<file path="config.mk">
export PLATFORM = sky130hd
export DESIGN_NAME = bsc_ctrl
export DESIGN_NICKNAME = d
export VERILOG_FILES = /design/src/core/bsc_pkg.sv /design/src/core/bsc_sync.sv /design/src/core/bsc_ctrl.sv
export SDC_FILE = /design/constraint.sdc
export NUM_CORES = 1
export LEC_CHECK = 0
export BUFFER_PORTS_ARGS = -buffer_cell sky130_fd_sc_hd__buf_2
export CAP_MARGIN = 20
export CORE_MARGIN = 5
export CORE_UTILIZATION = 48
export CTS_CLUSTER_DIAMETER = 60
export DETAILED_ROUTE_END_ITERATION = 7
export PLACE_DENSITY = 0.75
export SLEW_MARGIN = 25
export SYNTH_ARGS = -nofsm -noshare
export SYNTH_HDL_FRONTEND = slang
export SYNTH_SLANG_ARGS = --single-unit
</file>
<file path="constraint.sdc">
create_clock -name mclk_i -period 4.19 [get_ports mclk_i]
set_input_delay 0.2095 -clock mclk_i [delete_from_list [all_inputs] [get_ports mclk_i]]
set_output_delay 0.2095 -clock mclk_i [all_outputs]
set_load 0.02 [all_outputs]
</file>
<file path="src/core/bsc_pkg.sv">
// shared constants, types and register map for the buck switch controller
package bsc_pkg;

  // ----------------------------------------------------------------------
  // clock and timing
  // ----------------------------------------------------------------------
  localparam int CLK_NS = 40;
  localparam int BLANK_NS = 12000;
  // least time, so round up to whole cycles
  localparam int BLANK_CYC = (BLANK_NS + CLK_NS - 1) / CLK_NS;
  localparam int HOFF_CYC = 896;
  localparam int HTRY_CYC = 112;
  localparam int PG_CYC = 48;
  localparam int HCNT_W = 10;
  localparam int PGCNT_W = 6;

  // ----------------------------------------------------------------------
  // register map
  // ----------------------------------------------------------------------
  localparam logic [7:0] OFS_CTRL = 8'h00;
  localparam logic [7:0] OFS_STATUS = 8'h04;
  localparam logic [7:0] PERIOD_RST = 8'h19;
  localparam logic [7:0] PERIOD_MIN = 8'h04;
  localparam int ST_POS = 8;
  localparam int PG_POS = 12;
  localparam int ILIM_POS = 13;
  localparam int RATIO_POS = 0;

  // ----------------------------------------------------------------------
  // strap levels and the preset ratio index
  // ----------------------------------------------------------------------
  localparam logic [1:0] LVL_GND = 2'h0;
  localparam logic [1:0] LVL_OPEN = 2'h1;
  localparam logic [1:0] LVL_VDD = 2'h2;
  typedef logic [3:0] bsc_ratio_t;

  typedef enum logic [3:0] {
    ST_OFF = 4'b0001,
    ST_RUN = 4'b0010,
    ST_HOFF = 4'b0100,
    ST_HTRY = 4'b1000
  } bsc_state_e;

  // comparator and pin flags from the analog side, all asynchronous
  typedef struct packed {
    logic enable;
    logic ramp_trip;
    logic hs_oc;
    logic ls_oc;
    logic fb_low70;
    logic supply_low;
    logic over_temp;
    logic fb_above_pg;
    logic fb_below_pg;
    logic ref_ok;
    logic [1:0] output_select_a;
    logic [1:0] output_select_b;
  } bsc_flags_s;

endpackage

</file>
<file path="src/core/bsc_sync.sv">
// three-stage synchroniser, output moves once stages two and three agree
module bsc_sync import bsc_pkg::*; #(
  parameter int W = 1
) (
  input wire logic mclk_i,
  input wire logic rst_i,
  input wire logic [W-1:0] d_i,
  output logic [W-1:0] q_o
);

  logic [W-1:0] s1;
  logic [W-1:0] s2;
  logic [W-1:0] s3;

  // ----------------------------------------------------------------------
  // per-bit stages
  // ----------------------------------------------------------------------
  for (genvar i = 0; i < W; i++) begin : g_bit
    always_ff @(posedge mclk_i) begin
      if (rst_i) begin
        s1[i] <= 1'b0;
        s2[i] <= 1'b0;
        s3[i] <= 1'b0;
        q_o[i] <= 1'b0;
      end else begin
        s1[i] <= d_i[i];
        s2[i] <= s1[i];
        s3[i] <= s2[i];
        if (s2[i] == s3[i]) begin
          q_o[i] <= s3[i];
        end
      end
    end
  end
endmodule

</file>
<file path="src/core/bsc_ctrl.sv">
// switch control and protection sequencer with apb status and control
module bsc_ctrl import bsc_pkg::*; (
  input wire logic mclk_i,
  input wire logic rst_i,
  input wire logic psel_i,
  input wire logic penable_i,
  input wire logic pwrite_i,
  input wire logic [7:0] paddr_i,
  input wire logic [31:0] pwdata_i,
  output logic [31:0] prdata_o,
  output logic pready_o,
  output logic pslverr_o,
  input wire bsc_flags_s flags_i,
  output logic hs_on_o,
  output logic ls_on_o,
  output logic comp_pulldown_o,
  output logic reference_input_node_pulldown_o,
  output logic ss_enable_o,
  output logic [3:0] sel_ratio_o,
  input wire logic power_good_flag_i,
  output logic power_good_flag_o,
  output logic power_good_flag_oe_o
);

  bsc_flags_s fl;
  bsc_state_e st;
  logic run;
  logic sw;
  logic [7:0] period;
  logic [7:0] pcnt;
  logic wrap;
  logic hs_done;
  logic boot_ok;
  logic ilim_hold;
  logic lim_now;
  logic lim_prev;
  logic limiting;
  logic [HCNT_W-1:0] blank_cnt;
  logic [HCNT_W-1:0] hcnt;
  logic fault_seen;
  logic want_hs;
  logic want_ls;
  logic next_hs;
  logic next_ls;
  logic pg_good;
  logic pg_bad;
  logic [PGCNT_W-1:0] good_cnt;
  logic [PGCNT_W-1:0] bad_cnt;
  logic [3:0] ratio_dec;

  // ----------------------------------------------------------------------
  // input synchronisation
  // ----------------------------------------------------------------------
  bsc_sync #(.W($bits(bsc_flags_s))) u_sync (
    .mclk_i(mclk_i),
    .rst_i(rst_i),
    .d_i(flags_i),
    .q_o(fl)
  );

  // disable, lockout and overtemperature all act as the control reset
  assign run = fl.enable & ~fl.supply_low & ~fl.over_temp;
  assign sw = (st == ST_RUN) || (st == ST_HTRY);

  // ----------------------------------------------------------------------
  // operating state
  // ----------------------------------------------------------------------
  always_ff @(posedge mclk_i) begin
    if (rst_i || !run) begin
      st <= ST_OFF;
      hcnt <= '0;
    end else begin
      unique case (st)
        ST_OFF: begin
          st <= ST_RUN;
        end
        ST_RUN: begin
          if (limiting && fl.fb_low70 &&
              blank_cnt == HCNT_W'(BLANK_CYC - 1)) begin
            st <= ST_HOFF;
            hcnt <= '0;
          end
        end
        ST_HOFF: begin
          if (hcnt == HCNT_W'(HOFF_CYC - 1)) begin
            st <= ST_HTRY;
            hcnt <= '0;
          end else begin
            hcnt <= hcnt + 1'b1;
          end
        end
        ST_HTRY: begin
          if (hcnt == HCNT_W'(HTRY_CYC - 1)) begin
            st <= (fault_seen || fl.hs_oc) ? ST_HOFF : ST_RUN;
            hcnt <= '0;
          end else begin
            hcnt <= hcnt + 1'b1;
          end
        end
      endcase
    end
  end

  // fault seen at any point of the retry window sends it back off
  always_ff @(posedge mclk_i) begin
    if (rst_i || st != ST_HTRY) begin
      fault_seen <= 1'b0;
    end else if (fl.hs_oc) begin
      fault_seen <= 1'b1;
    end
  end

  // ----------------------------------------------------------------------
  // oscillator cycle
  // ----------------------------------------------------------------------
  assign wrap = (pcnt == period - 8'h01);

  always_ff @(posedge mclk_i) begin
    if (rst_i || !sw || wrap) begin
      pcnt <= '0;
    end else begin
      pcnt <= pcnt + 8'h01;
    end
  end

  always_ff @(posedge mclk_i) begin
    if (rst_i || !sw || wrap) begin
      hs_done <= 1'b0;
    end else if (fl.ramp_trip || fl.hs_oc) begin
      hs_done <= 1'b1;
    end
  end

  // ----------------------------------------------------------------------
  // current limit and blanking
  // ----------------------------------------------------------------------
  always_ff @(posedge mclk_i) begin
    if (rst_i || !sw) begin
      ilim_hold <= 1'b0;
    end else if (fl.hs_oc) begin
      ilim_hold <= 1'b1;
    end else if (!fl.ls_oc) begin
      ilim_hold <= 1'b0;
    end
  end

  // limiting means a peak trip in this cycle or the one before
  always_ff @(posedge mclk_i) begin
    if (rst_i || !sw) begin
      lim_now <= 1'b0;
      lim_prev <= 1'b0;
    end else if (wrap) begin
      lim_prev <= lim_now | fl.hs_oc;
      lim_now <= 1'b0;
    end else if (fl.hs_oc) begin
      lim_now <= 1'b1;
    end
  end
  assign limiting = lim_now | lim_prev | ilim_hold;

  // counts whole clock cycles so the window never comes up short
  always_ff @(posedge mclk_i) begin
    if (rst_i || st != ST_RUN || !limiting || !fl.fb_low70) begin
      blank_cnt <= '0;
    end else if (blank_cnt != HCNT_W'(BLANK_CYC - 1)) begin
      blank_cnt <= blank_cnt + 1'b1;
    end
  end

  // ----------------------------------------------------------------------
  // gate drive requests
  // ----------------------------------------------------------------------
  // high side waits until the low side has charged the bootstrap once
  always_ff @(posedge mclk_i) begin
    if (rst_i || !sw) begin
      boot_ok <= 1'b0;
    end else if (ls_on_o) begin
      boot_ok <= 1'b1;
    end
  end

  always_comb begin
    want_hs = sw & boot_ok & ~hs_done & ~fl.ramp_trip & ~fl.hs_oc &
              ~ilim_hold;
    want_ls = sw & ~want_hs;
    // each side may rise only while the other stands off
    next_hs = want_hs & ~ls_on_o;
    next_ls = want_ls & ~hs_on_o;
  end

  always_ff @(posedge mclk_i) begin
    if (rst_i) begin
      hs_on_o <= 1'b0;
      ls_on_o <= 1'b0;
    end else begin
      hs_on_o <= next_hs;
      ls_on_o <= next_ls;
    end
  end

  always_ff @(posedge mclk_i) begin
    if (rst_i) begin
      comp_pulldown_o <= 1'b0;
      reference_input_node_pulldown_o <= 1'b0;
      ss_enable_o <= 1'b0;
    end else begin
      comp_pulldown_o <= (st == ST_HOFF);
      reference_input_node_pulldown_o <= (st == ST_HOFF);
      // dropping it whenever stopped makes every start a fresh ramp
      ss_enable_o <= sw;
    end
  end

  // ----------------------------------------------------------------------
  // power good deglitch
  // ----------------------------------------------------------------------
  assign pg_good = fl.fb_above_pg & fl.ref_ok;
  assign pg_bad = fl.fb_below_pg | ~fl.ref_ok;

  always_ff @(posedge mclk_i) begin
    if (rst_i || !run || !pg_good) begin
      good_cnt <= '0;
    end else if (good_cnt != PGCNT_W'(PG_CYC - 1)) begin
      good_cnt <= good_cnt + 1'b1;
    end
  end

  always_ff @(posedge mclk_i) begin
    if (rst_i || !run || !pg_bad) begin
      bad_cnt <= '0;
    end else if (bad_cnt != PGCNT_W'(PG_CYC - 1)) begin
      bad_cnt <= bad_cnt + 1'b1;
    end
  end

  // the pin is open drain: only ever pulled low, never driven high
  always_ff @(posedge mclk_i) begin
    power_good_flag_o <= 1'b0;
    if (rst_i || !run) begin
      power_good_flag_oe_o <= 1'b1;
    end else if (pg_good && good_cnt == PGCNT_W'(PG_CYC - 1)) begin
      power_good_flag_oe_o <= 1'b0;
    end else if (pg_bad && bad_cnt == PGCNT_W'(PG_CYC - 1)) begin
      power_good_flag_oe_o <= 1'b1;
    end
  end

  // ----------------------------------------------------------------------
  // output select straps
  // ----------------------------------------------------------------------
  // an illegal level code reads as open
  function automatic logic [1:0] lvl(input logic [1:0] v);
    lvl = (v == LVL_GND || v == LVL_VDD) ? v : LVL_OPEN;
  endfunction

  always_comb begin
    unique case ({lvl(fl.output_select_a), lvl(fl.output_select_b)})
      {LVL_GND, LVL_GND}: ratio_dec = 4'h0;
      {LVL_VDD, LVL_VDD}: ratio_dec = 4'h1;
      {LVL_GND, LVL_OPEN}: ratio_dec = 4'h2;
      {LVL_GND, LVL_VDD}: ratio_dec = 4'h3;
      {LVL_OPEN, LVL_GND}: ratio_dec = 4'h4;
      {LVL_OPEN, LVL_OPEN}: ratio_dec = 4'h5;
      {LVL_OPEN, LVL_VDD}: ratio_dec = 4'h6;
      {LVL_VDD, LVL_GND}: ratio_dec = 4'h7;
      default: ratio_dec = 4'h8;
    endcase
  end

  // strap moves while enabled are ignored until the next start
  always_ff @(posedge mclk_i) begin
    if (rst_i) begin
      sel_ratio_o <= 4'h0;
    end else if (run && st == ST_OFF) begin
      sel_ratio_o <= ratio_dec;
    end
  end

  // ----------------------------------------------------------------------
  // apb slave, one wait state
  // ----------------------------------------------------------------------
  always_ff @(posedge mclk_i) begin
    if (rst_i) begin
      pready_o <= 1'b0;
      pslverr_o <= 1'b0;
      prdata_o <= 32'h0000_0000;
    end else if (psel_i && penable_i && !pready_o) begin
      pready_o <= 1'b1;
      pslverr_o <= (paddr_i != OFS_CTRL) && (paddr_i != OFS_STATUS);
      prdata_o <= 32'h0000_0000;
      if (!pwrite_i && paddr_i == OFS_CTRL) begin
        prdata_o[7:0] <= period;
      end else if (!pwrite_i && paddr_i == OFS_STATUS) begin
        prdata_o[RATIO_POS +: 4] <= sel_ratio_o;
        prdata_o[ST_POS +: 4] <= st;
        prdata_o[PG_POS] <= ~power_good_flag_oe_o;
        prdata_o[ILIM_POS] <= ilim_hold;
      end
    end else begin
      pready_o <= 1'b0;
      pslverr_o <= 1'b0;
    end
  end

  always_ff @(posedge mclk_i) begin
    if (rst_i) begin
      period <= PERIOD_RST;
    end else if (psel_i && penable_i && pready_o && pwrite_i &&
                 paddr_i == OFS_CTRL) begin
      period <= (pwdata_i[7:0] < PERIOD_MIN) ? PERIOD_MIN : pwdata_i[7:0];
    end
  end
endmodule

</file>
==> results.md, run 1 <==
* Outcome: finished, final reports clean
* CP Launch Type: register
* Vias in the first global route at 4,015
* Fin util at 57.4%
* Seq pwr share at 45.2%
* DRT iter0 DRCs at 199
* HP Start: flags_i[13]
* Yosys warns at 0
* Worst setup EP type: register
* Largest net degree at the start of global routing at 89
* Port bufs at 60
* CTS root buffer: clkbuf_16
* H-tree depth at 4
* Hold path depth at 2
* Max-capacitance violation count at 0
* Total Routing Usage GR at 16.7%
* Post-synthesis xor/xnor area fraction at 4.76%
* Hold Slack at 0.00472 ns
* Worst endpoint required time at 4.51 ns
* Post-CTS Resized at 0
* Worst-Skew Late Latency at 0.41 ns
* Share of cells above drive strength 1 at 16.5%
* Post-Synthesis Mean Instance Area at 9.30 um^2
* RSZ-0062 raised after global routing: false
* Syn Std Cell Area at 5500 um^2
* Number of max-slew violations in the final report at 0
* Number of synthesized flops with an enable pin at 0
* Area grow syn2layout at 18.2%
* Most frequent cells in the layout: 139 x dfxtp_1, 74 x nor2_1, 60 x buf_2
* Critical Path Fanout Max at 13
* Total wire length at 10.6 mm
* Yosys reg bits at 139
* FMAX at 0.425 GHz
* Power share of the clock group at 52.4%
* Synth unique cells at 61
* Internal power at 2.36 mW
* Global-route wire length before repair at 18.2 mm
* Largest family of logic cells by synthesized area: simple AND/OR/NAND/NOR gates
* Relative slew margins at 39.9%
* Antenna cells at 0
* Psw at 0.615 mW
* DRC viols at 0
* Synth Area in Simple Gates at 24.8%
* Largest stage delay, worst path at 0.58 ns
* Initial antenna violation count at 0
* Gate power share at 2.4%
* Worst vdd ir at 0.308 mV
* Final setup margin at 1.84 ns
* Crit path cell chain: nor3b_1 -> nor2b_1 -> o21ai_1 -> a31oi_1 -> o21ai_1 -> o31ai_1
* Dpl cell area at 5800 um^2
* Power Density at 459 nW/um^2
* Mapped Cells at 591
* CTS buffer count at 17
* Die width at 117 um
* Post-DRT Antenna Nets at 0
* Synth Area in Compound Gates at 11.9%
* Initial Util at 48.6%
* CORE AREA at 11,300 um^2
* Fin area at 6500 um^2
* Post-DP HPWL at 7.50 mm
* Worst-Margin Slew at 0.896 ns
* HP Class: primary input to register
* Post-Synth Adder-Cell Area at 1.37%
* Setup TNS Final at 0 ns
* Critical Path AT at 2.68 ns
* R2R Path End: hcnt[9]$_SDFFE_PP0P_
* Final Total Pwr at 2.98 mW
* Final setup violation count at 0
* Synth Flop Type: dfxtp_1
* Die height at 117 um
* Clock Skew at 0.00629 ns
* Via count at 4,185
* Inst Count DP at 770
* Gr ovfl total at 0
* Final worst path period share at 56.2%
* I/O Pins at 105
* Clk buf depth at 2
* Layout net count at 719
* Slowest cell on the critical path: nor2b_1
* Sw frac at 20.6%
* Worst-path clk slew at 0.06 ns
* Vias/cell at 5.17
* Final hold vios at 0
* GP Congestion at 0.839
* Minimum clock period at 2.35 ns
* Place WS at 1.86 ns
* Clock tree sinks at 139
* Critical R2R Launch: u_sync.q_o[13]$_SDFFE_PP0N_
* Row Count at 39
* 1st-pass router iterations at 4
* Mux cell area share after synthesis at 1.46%
* Commonest non-fill, non-tap cell in the layout: dfxtp_1
* Worst Setup SP: u_sync.q_o[13]$_SDFFE_PP0N_
* Register area share after synthesis at 50.6%
* Cells on worst reg2reg path at 6
* R2r setup slk at 1.84 ns
* Final cell count without fillers at 809
* Hold EP: u_sync.s1[13]$_SDFF_PP0_
* Critical path class: register to register
* Share of synthesized registers carrying an async set or reset at 0%
* Most used cell, CP: o21ai_1
* Leakage at 2.55 nW
* DR WL/cell at 13.1 um
* CTS tree: built
* Full die area at 13,700 um^2
-- flip-flops by register name, indices dropped and copies added (netlist names), 4 cells and up --
signal / count
bad_cnt: 6
blank_cnt: 10
good_cnt: 6
hcnt: 10
pcnt: 8
period: 8
prdata_o: 14
sel_ratio_o: 4
st: 4
u_sync.q_o: 14
u_sync.s1: 14
u_sync.s2: 14
u_sync.s3: 14
-- routing by layer --
metal  share of wire (%)  track usage, %
met1                  45            20.6
met2                  49            27.8
met3                 4.4            4.58
met4                 1.6            6.57
met5                   0               0
-- area by class of cell --
cell class	instances	area, um^2
fill	973	4820
sequential	139	2780
multi-input combinational	419	2500
clock buffer	18	429
timing repair buffer	68	378
clock inverter	14	195
tap	143	179
inverter	8	30.0
-- synthesized netlist by cell type (2+ instances only) --
master    instances  share of area [%]
and3_1           11                1.3
dfxtp_1         139                 51
nor3b_2           2               0.46
a22oi_1          13                1.8
buf_1             3               0.20
or2_1             3               0.34
nor3b_1           7               0.96
nand3b_1          4               0.55
a211oi_1          3               0.41
inv_1             7               0.48
nand3_1          18                1.6
nand2b_1          5               0.57
nor3_1           13                1.2
clkbuf_1         15                1.0
o31ai_1           5               0.68
ha_1              6                1.4
nor2_1           74                5.1
nor4b_1           2               0.32
buf_2             4               0.36
o21ai_1          10               0.91
mux2i_1           8                1.5
xor2_1           16                2.5
and2_1            2               0.23
a21oi_1          32                2.9
nand2_1          38                2.6
a41oi_1           2               0.32
nor4_1            6               0.68
buf_4            20                2.7
xnor2_1          12                1.9
o21ai_0          22                2.0
nor2b_1          47                5.3
or4b_1            2               0.36
and4b_1           2               0.36
nor3_2            7                1.3
a211o_1           4               0.64
a31oi_1           2               0.23
-- power by group through the flow --
stage               clock [mW]  sequential, mW  combinational, mW
detailed placement           0            1.37             0.0661
global route              1.65            1.35             0.0794
CTS                       1.58            1.35             0.0710
finish                    1.56            1.35             0.0709
global placement             0            1.37             0.0644
floorplan                    0            1.37             0.0564
-- logic make-up after synthesis --
logic type,after synthesis
adder cells (fa/ha/maj),6
multiplexers,8
AO/OA/AOI/OAI,104
other,1
flip-flops,139
buffers and inverters,51
XOR/XNOR,29
AND/OR/NAND/NOR,253
-- how the worst max path moves through the flow --
| stage | to | depth (start not counted) |
|---|---|---|
| floorplan | pcnt[1]$_SDFF_PP0_ | 10 |
| global placement | hcnt[9]$_SDFFE_PP0P_ | 6 |
| detailed placement | hcnt[9]$_SDFFE_PP0P_ | 6 |
| CTS | hcnt[9]$_SDFFE_PP0P_ | 6 |
| global route | hcnt[9]$_SDFFE_PP0P_ | 6 |
| finish | hcnt[9]$_SDFFE_PP0P_ | 6 |
-- critical path: cells and delay by family (launching register included) --
kind | cells | cell delay (ns)
AND/OR/NAND/NOR | 2 | 0.99
AO/OA/AOI/OAI | 4 | 0.93
flip-flops | 1 | 0.34
-- timing repair --
item / CTS / global route
hold buffers: 7 / 0
setup buffers: 0 / 0
hold endpoints to repair: 7 / 0
(Power assumes the default switching activity.)
==> inputs of run 2 (changes only) <==
==> constraint.sdc (replaced) <==
create_clock -name mclk_i -period 2.17 [get_ports mclk_i]
set_input_delay 0.1085 -clock mclk_i [delete_from_list [all_inputs] [get_ports mclk_i]]
set_output_delay 0.1085 -clock mclk_i [all_outputs]
set_load 0.02 [all_outputs]
==> run 2 against run 1 <==
Sequential share of layout area decreased by 1.7 points. Clock power rose by 88%. Power grew 91%. Global-route usage is 0.62 points higher.
==> results.md, run 2 (synthesis results as in run 1) <==
* Via count at 4,386
* Final setup violation count at 0
* Final cell count without fillers at 839
* Total Routing Usage GR at 17.3%
* 1st-pass router iterations at 7
* Worst endpoint required time at 2.51 ns
* DRC viols at 0
* Critical path class: register to register
* CORE AREA at 11,300 um^2
* Share of cells above drive strength 1 at 18.5%
* Clock tree sinks at 139
* Vias/cell at 5.23
* DRT iter0 DRCs at 266
* Critical Path Fanout Max at 6
* Hold Slack at 0.0381 ns
* Initial Util at 48.6%
* I/O Pins at 105
* Setup TNS Final at 0 ns
* Worst-path clk slew at 0.06 ns
* Final setup margin at 0.109 ns
* Relative slew margins at 61.7%
* Antenna cells at 0
* Fin area at 6760 um^2
* Largest net degree at the start of global routing at 57
* Die height at 117 um
* Die width at 117 um
* Gr ovfl total at 0
* Final Total Pwr at 5.70 mW
* R2r setup slk at 0.11 ns
* Initial antenna violation count at 0
* CTS tree: built
* Layout net count at 749
* Fin util at 59.7%
* Worst-Skew Late Latency at 0.41 ns
* Inst Count DP at 786
* Area grow syn2layout at 23.0%
* Worst vdd ir at 0.661 mV
* RSZ-0062 raised after global routing: false
* Vias in the first global route at 4,147
* CP Launch Type: register
* Global-route wire length before repair at 18.8 mm
* Row Count at 39
* Power Density at 843 nW/um^2
* Post-DP HPWL at 7.80 mm
* Most frequent cells in the layout: 139 x dfxtp_1, 74 x nor2_1, 60 x buf_2
* Number of max-slew violations in the final report at 0
* Minimum clock period at 2.06 ns
* Final hold vios at 0
* Post-DRT Antenna Nets at 0
* Max-capacitance violation count at 0
* Final worst path period share at 95.0%
* CTS root buffer: clkbuf_16
* Clock Skew at 0.0103 ns
* FMAX at 0.485 GHz
* Place WS at 0.101 ns
* Clk buf depth at 2
* Dpl cell area at 5920 um^2
* Post-CTS Setup Repair Bufs at 0
* H-tree depth at 4
* Commonest non-fill, non-tap cell in the layout: dfxtp_1
* GP Congestion at 0.870
* Critical Path AT at 2.40 ns
* Full die area at 13,700 um^2
* Fillers at 909
* Port bufs at 60
* CTS buffer count at 17
* HP Class: primary input to register
* Worst-Margin Slew at 0.574 ns
* Worst setup EP type: register
* Leakage at 2.69 nW
* Total wire length at 11.5 mm
* Outcome: finished, final reports clean
* DR WL/cell at 13.7 um
-- run 2: path summary, 6_finish.rpt --
check                           start                       end  cells after the start
max            period[1]$_SDFFE_PP0P_     lim_prev$_SDFFE_PP0N_                      8
min                       pwdata_i[0]    period[0]$_SDFFE_PP1P_                      4
max reg2reg    period[1]$_SDFFE_PP0P_     lim_prev$_SDFFE_PP0N_                      8
min reg2reg  u_sync.s1[13]$_SDFF_PP0_  u_sync.s2[13]$_SDFF_PP0_                      1
-- run 2: cell type report --
type	count	area (um^2)	share of cell area (%)
multi-input combinational	420	2520	37.3
tap	143	179	2.65
clock inverter	7	103	1.52
timing repair buffer	97	628	9.29
clock buffer	25	515	7.63
sequential	139	2780	41.2
inverter	8	30.0	0.444
-- run 2: power by group --
group / switching [mW] / internal, mW / leakage [nW]
logic: 0.0879 / 0.0699 / 1.26
registers: 0.0124 / 2.59 / 1.13
clock network: 1.05 / 1.89 / 0.300
-- run 2: routing by layer --
| layer | vias to the layer above | part of all wire [%] | track usage (%) | wire, um |
|---|---|---|---|---|
| met1 | 2039 | 42 | 20.9 | 4820 |
| li1 | 2184 | - | - | - |
| met4 | 0 | 2.6 | 7.72 | 300 |
| met3 | 28 | 6.2 | 5.24 | 714 |
| met5 | - | 0 | 0 | 0 |
| met2 | 135 | 49 | 28.6 | 5690 |
-- run 2: timing repair --
item	in CTS	in global routing
hold buffers	20	0
hold endpoints to repair	19	0
gates resized for setup	0	3
endpoints found under the setup margin	0	17
-- run 2: critical path, stage by stage (launching register included) --
cell and delay [ns]:
dfxtp_1 0.37, inv_1 0.09, ha_2 0.23, and2_1 0.19, nand2_1 0.09, a22o_1 0.25
nor4_2 0.29, and3_4 0.30, mux2i_1 0.18
==> inputs of run 3 (changes only) <==
--- a/config.mk
+++ b/config.mk
@@ -5,13 +5,14 @@
 export SDC_FILE = /design/constraint.sdc
 export NUM_CORES = 1
 export LEC_CHECK = 0
+export ABC_AREA = 1
 export BUFFER_PORTS_ARGS = -buffer_cell sky130_fd_sc_hd__buf_2
 export CAP_MARGIN = 20
 export CORE_MARGIN = 5
-export CORE_UTILIZATION = 48
+export CORE_UTILIZATION = 40
 export CTS_CLUSTER_DIAMETER = 60
 export DETAILED_ROUTE_END_ITERATION = 7
-export PLACE_DENSITY = 0.75
+export PLACE_DENSITY = 0.66
 export SLEW_MARGIN = 25
 export SYNTH_ARGS = -nofsm -noshare
 export SYNTH_HDL_FRONTEND = slang
==> run 3 against run 2 <==
Critical path depth is 4 higher. Final cell count up 25%. Clock power increased by 7.1%. Count of clock-buffer cells in the layout down 4. Setup slack improved by 0.24 ns. Synthesized cell count up 30%. Non-clock buffer count decreased by 10.
==> results.md, run 3 <==
* Synth area leader: dfxtp_1
* Commonest non-fill, non-tap cell in the layout: dfxtp_1
* Yosys warns at 0
* Via count at 4,833
* CORE AREA at 14,400 um^2
* 1st-pass router iterations at 5
* Area grow syn2layout at 22.0%
* Layout net count at 920
* Yosys reg bits at 139
* Met1 GRT Util at 18.1%
* Share of the synthesized area in the top cell type at 47.8%
* Antenna cells at 0
* Register area share after synthesis at 47.8%
* Initial antenna violation count at 0
* Critical path class: register to register
* Number of max-slew violations in the final report at 0
* Clk buf depth at 2
* Share of cells above drive strength 1 at 15.4%
* Leakage at 2.98 nW
* CTS buffer count at 17
* Port bufs at 60
* Syn Std Cell Area at 5830 um^2
* Total Routing Usage GR at 14.8%
* Setup TNS Final at 0 ns
* Total wire length at 11.8 mm
* I/O Pins at 105
* Final hold vios at 0
* Synth unique cells at 45
* RSZ-0062 raised after global routing: false
* H-tree depth at 4
* Worst-Skew Late Latency at 0.42 ns
* Critical Path Fanout Max at 10
* Count leader, synth: dfxtp_1
* Most frequent cells after synthesis: 139 x dfxtp_1, 123 x nor2_1, 109 x nand2_1
* GP Congestion at 0.839
* DRC viols at 0
* Power Density at 842 nW/um^2
* FMAX at 0.549 GHz
* Worst endpoint required time at 2.48 ns
* Clock Skew at 0.00943 ns
* Fillers at 1,389
* Minimum clock period at 1.82 ns
* Worst vdd ir at 0.553 mV
* Clock tree sinks at 139
* HP Class: primary input to register
* GR Util met2 at 24.7%
* Final worst path period share at 83.9%
* Post-Synthesis Mean Instance Area at 7.61 um^2
* Met3 Use GR at 3.94%
* Initial Util at 40.4%
* Most frequent cells in the layout: 139 x dfxtp_1, 123 x nor2_1, 109 x nand2_1
* Post-CTS Setup Repair Bufs at 0
* Vias/cell at 4.60
* DRT iter0 DRCs at 257
* CP Launch Type: register
* Die width at 131 um
* Worst-path clk slew at 0.06 ns
* Outcome: finished, final reports clean
* Mapped Cells at 766
* Critical Path AT at 2.13 ns
* Number of synthesized flops with an enable pin at 0
* Ranking of synthesized cells by area: dfxtp_1 48%, nor2_1 7.9%, nand2_1 7.0%
* DR WL/cell at 11.2 um
* CTS tree: built
* Fin util at 49.3%
* Global-route wire length before repair at 20.1 mm
* Final setup violation count at 0
* Worst setup EP type: register
* Largest net degree at the start of global routing at 49
* CTS root buffer: clkbuf_16
* Full die area at 17,100 um^2
* Post-DP HPWL at 8.19 mm
* Die height at 131 um
* Synth Flop Type: dfxtp_1
* Max-capacitance violation count at 0
* Share of synthesized registers carrying an async set or reset at 0%
* Gr ovfl total at 0
* Vias in the first global route at 4,531
* Layer with the highest usage: met2
* Post-DRT Antenna Nets at 0
* Row Count at 44
==> run 3: final timing paths <==
path                           startpoint                 endpoint  slack (ns)  depth (start not counted)
setup / recovery   period[0]$_SDFFE_PP1P_       pcnt[5]$_SDFF_PP0_        0.35                         12
hold / removal                pwdata_i[7]   period[7]$_SDFFE_PP0P_        0.04                          3
setup reg to reg   period[0]$_SDFFE_PP1P_       pcnt[5]$_SDFF_PP0_        0.35                         12
hold reg to reg   u_sync.s1[1]$_SDFF_PP0_  u_sync.s2[1]$_SDFF_PP0_        0.40                          2
==> run 3: metal layers <==
layer	part of all wire, %	vias to the layer above
met5	0	-
met4	1.9	0
met3	5.7	18
met2	45	100
met1	47	2130
li1	-	2585
==> run 3: cell type report <==
cell class,instances,area [um^2],area share (%)
Inverter,117,440,6.20
Tap cell,184,230,3.24
Sequential cell,139,2780,39.2
Clock inverter,10,188,2.64
Clock buffer,21,460,6.48
Multi-Input combinational cell,492,2450,34.5
Timing Repair Buffer,87,556,7.82
==> run 3: kinds of logic after synthesis <==
| kind of cell | Yosys count | share of synthesized area (%) |
|---|---|---|
| flip-flops | 139 | 47.8 |
| AND/OR/NAND/NOR | 338 | 26.2 |
| AO/OA/AOI/OAI | 111 | 10.6 |
| XOR/XNOR | 18 | 2.71 |
| other | 1 | 0.0644 |
| adder cells (fa/ha/maj) | 6 | 1.29 |
| buffers and inverters | 153 | 11.4 |
==> run 3: power breakdown <==
group | internal [mW] | total (mW) | switching [mW] | leakage, nW
clock network | 2.10 | 3.15 | 1.05 | 0.310
registers | 2.60 | 2.61 | 0.0173 | 1.13
logic | 0.0852 | 0.220 | 0.135 | 1.54
total | 4.78 | 5.98 | 1.21 | 2.98
==> run 3: repair_timing <==
| item | in CTS | in global routing |
|---|---|---|
| hold endpoints to repair | 21 | 0 |
| gates resized for setup | 0 | 0 |
| hold buffers | 21 | 0 |
==> run 3: stage by stage <==
step / power (mW) / instances / instance area (um^2) / setup WS (ns) / hold WS, ns
floorplan: 2.82 / 784 / 5890 / 0.596 / 0.212
global placement: 2.86 / 998 / 6250 / 0.416 / 0.305
detailed placement: 2.86 / 998 / 6250 / 0.375 / 0.311
CTS: 6.05 / 1050 / 7110 / 0.328 / 0.0282
global route: 6.20 / 1050 / 7110 / 0.111 / 0.0480
finish: 5.98 / 1050 / 7110 / 0.349 / 0.0428
==> run 3: critical path: stages (launching register included) <==
cell and delay [ns]:
dfxtp_1 0.38, inv_1 0.11, ha_1 0.32, nand2_1 0.07, inv_1 0.03, nor2_1 0.09, nand2_1 0.06, nor2_1 0.12
nand3_1 0.11, nor2_2 0.13, nand2_1 0.10, nand2_4 0.12, nor2_1 0.06
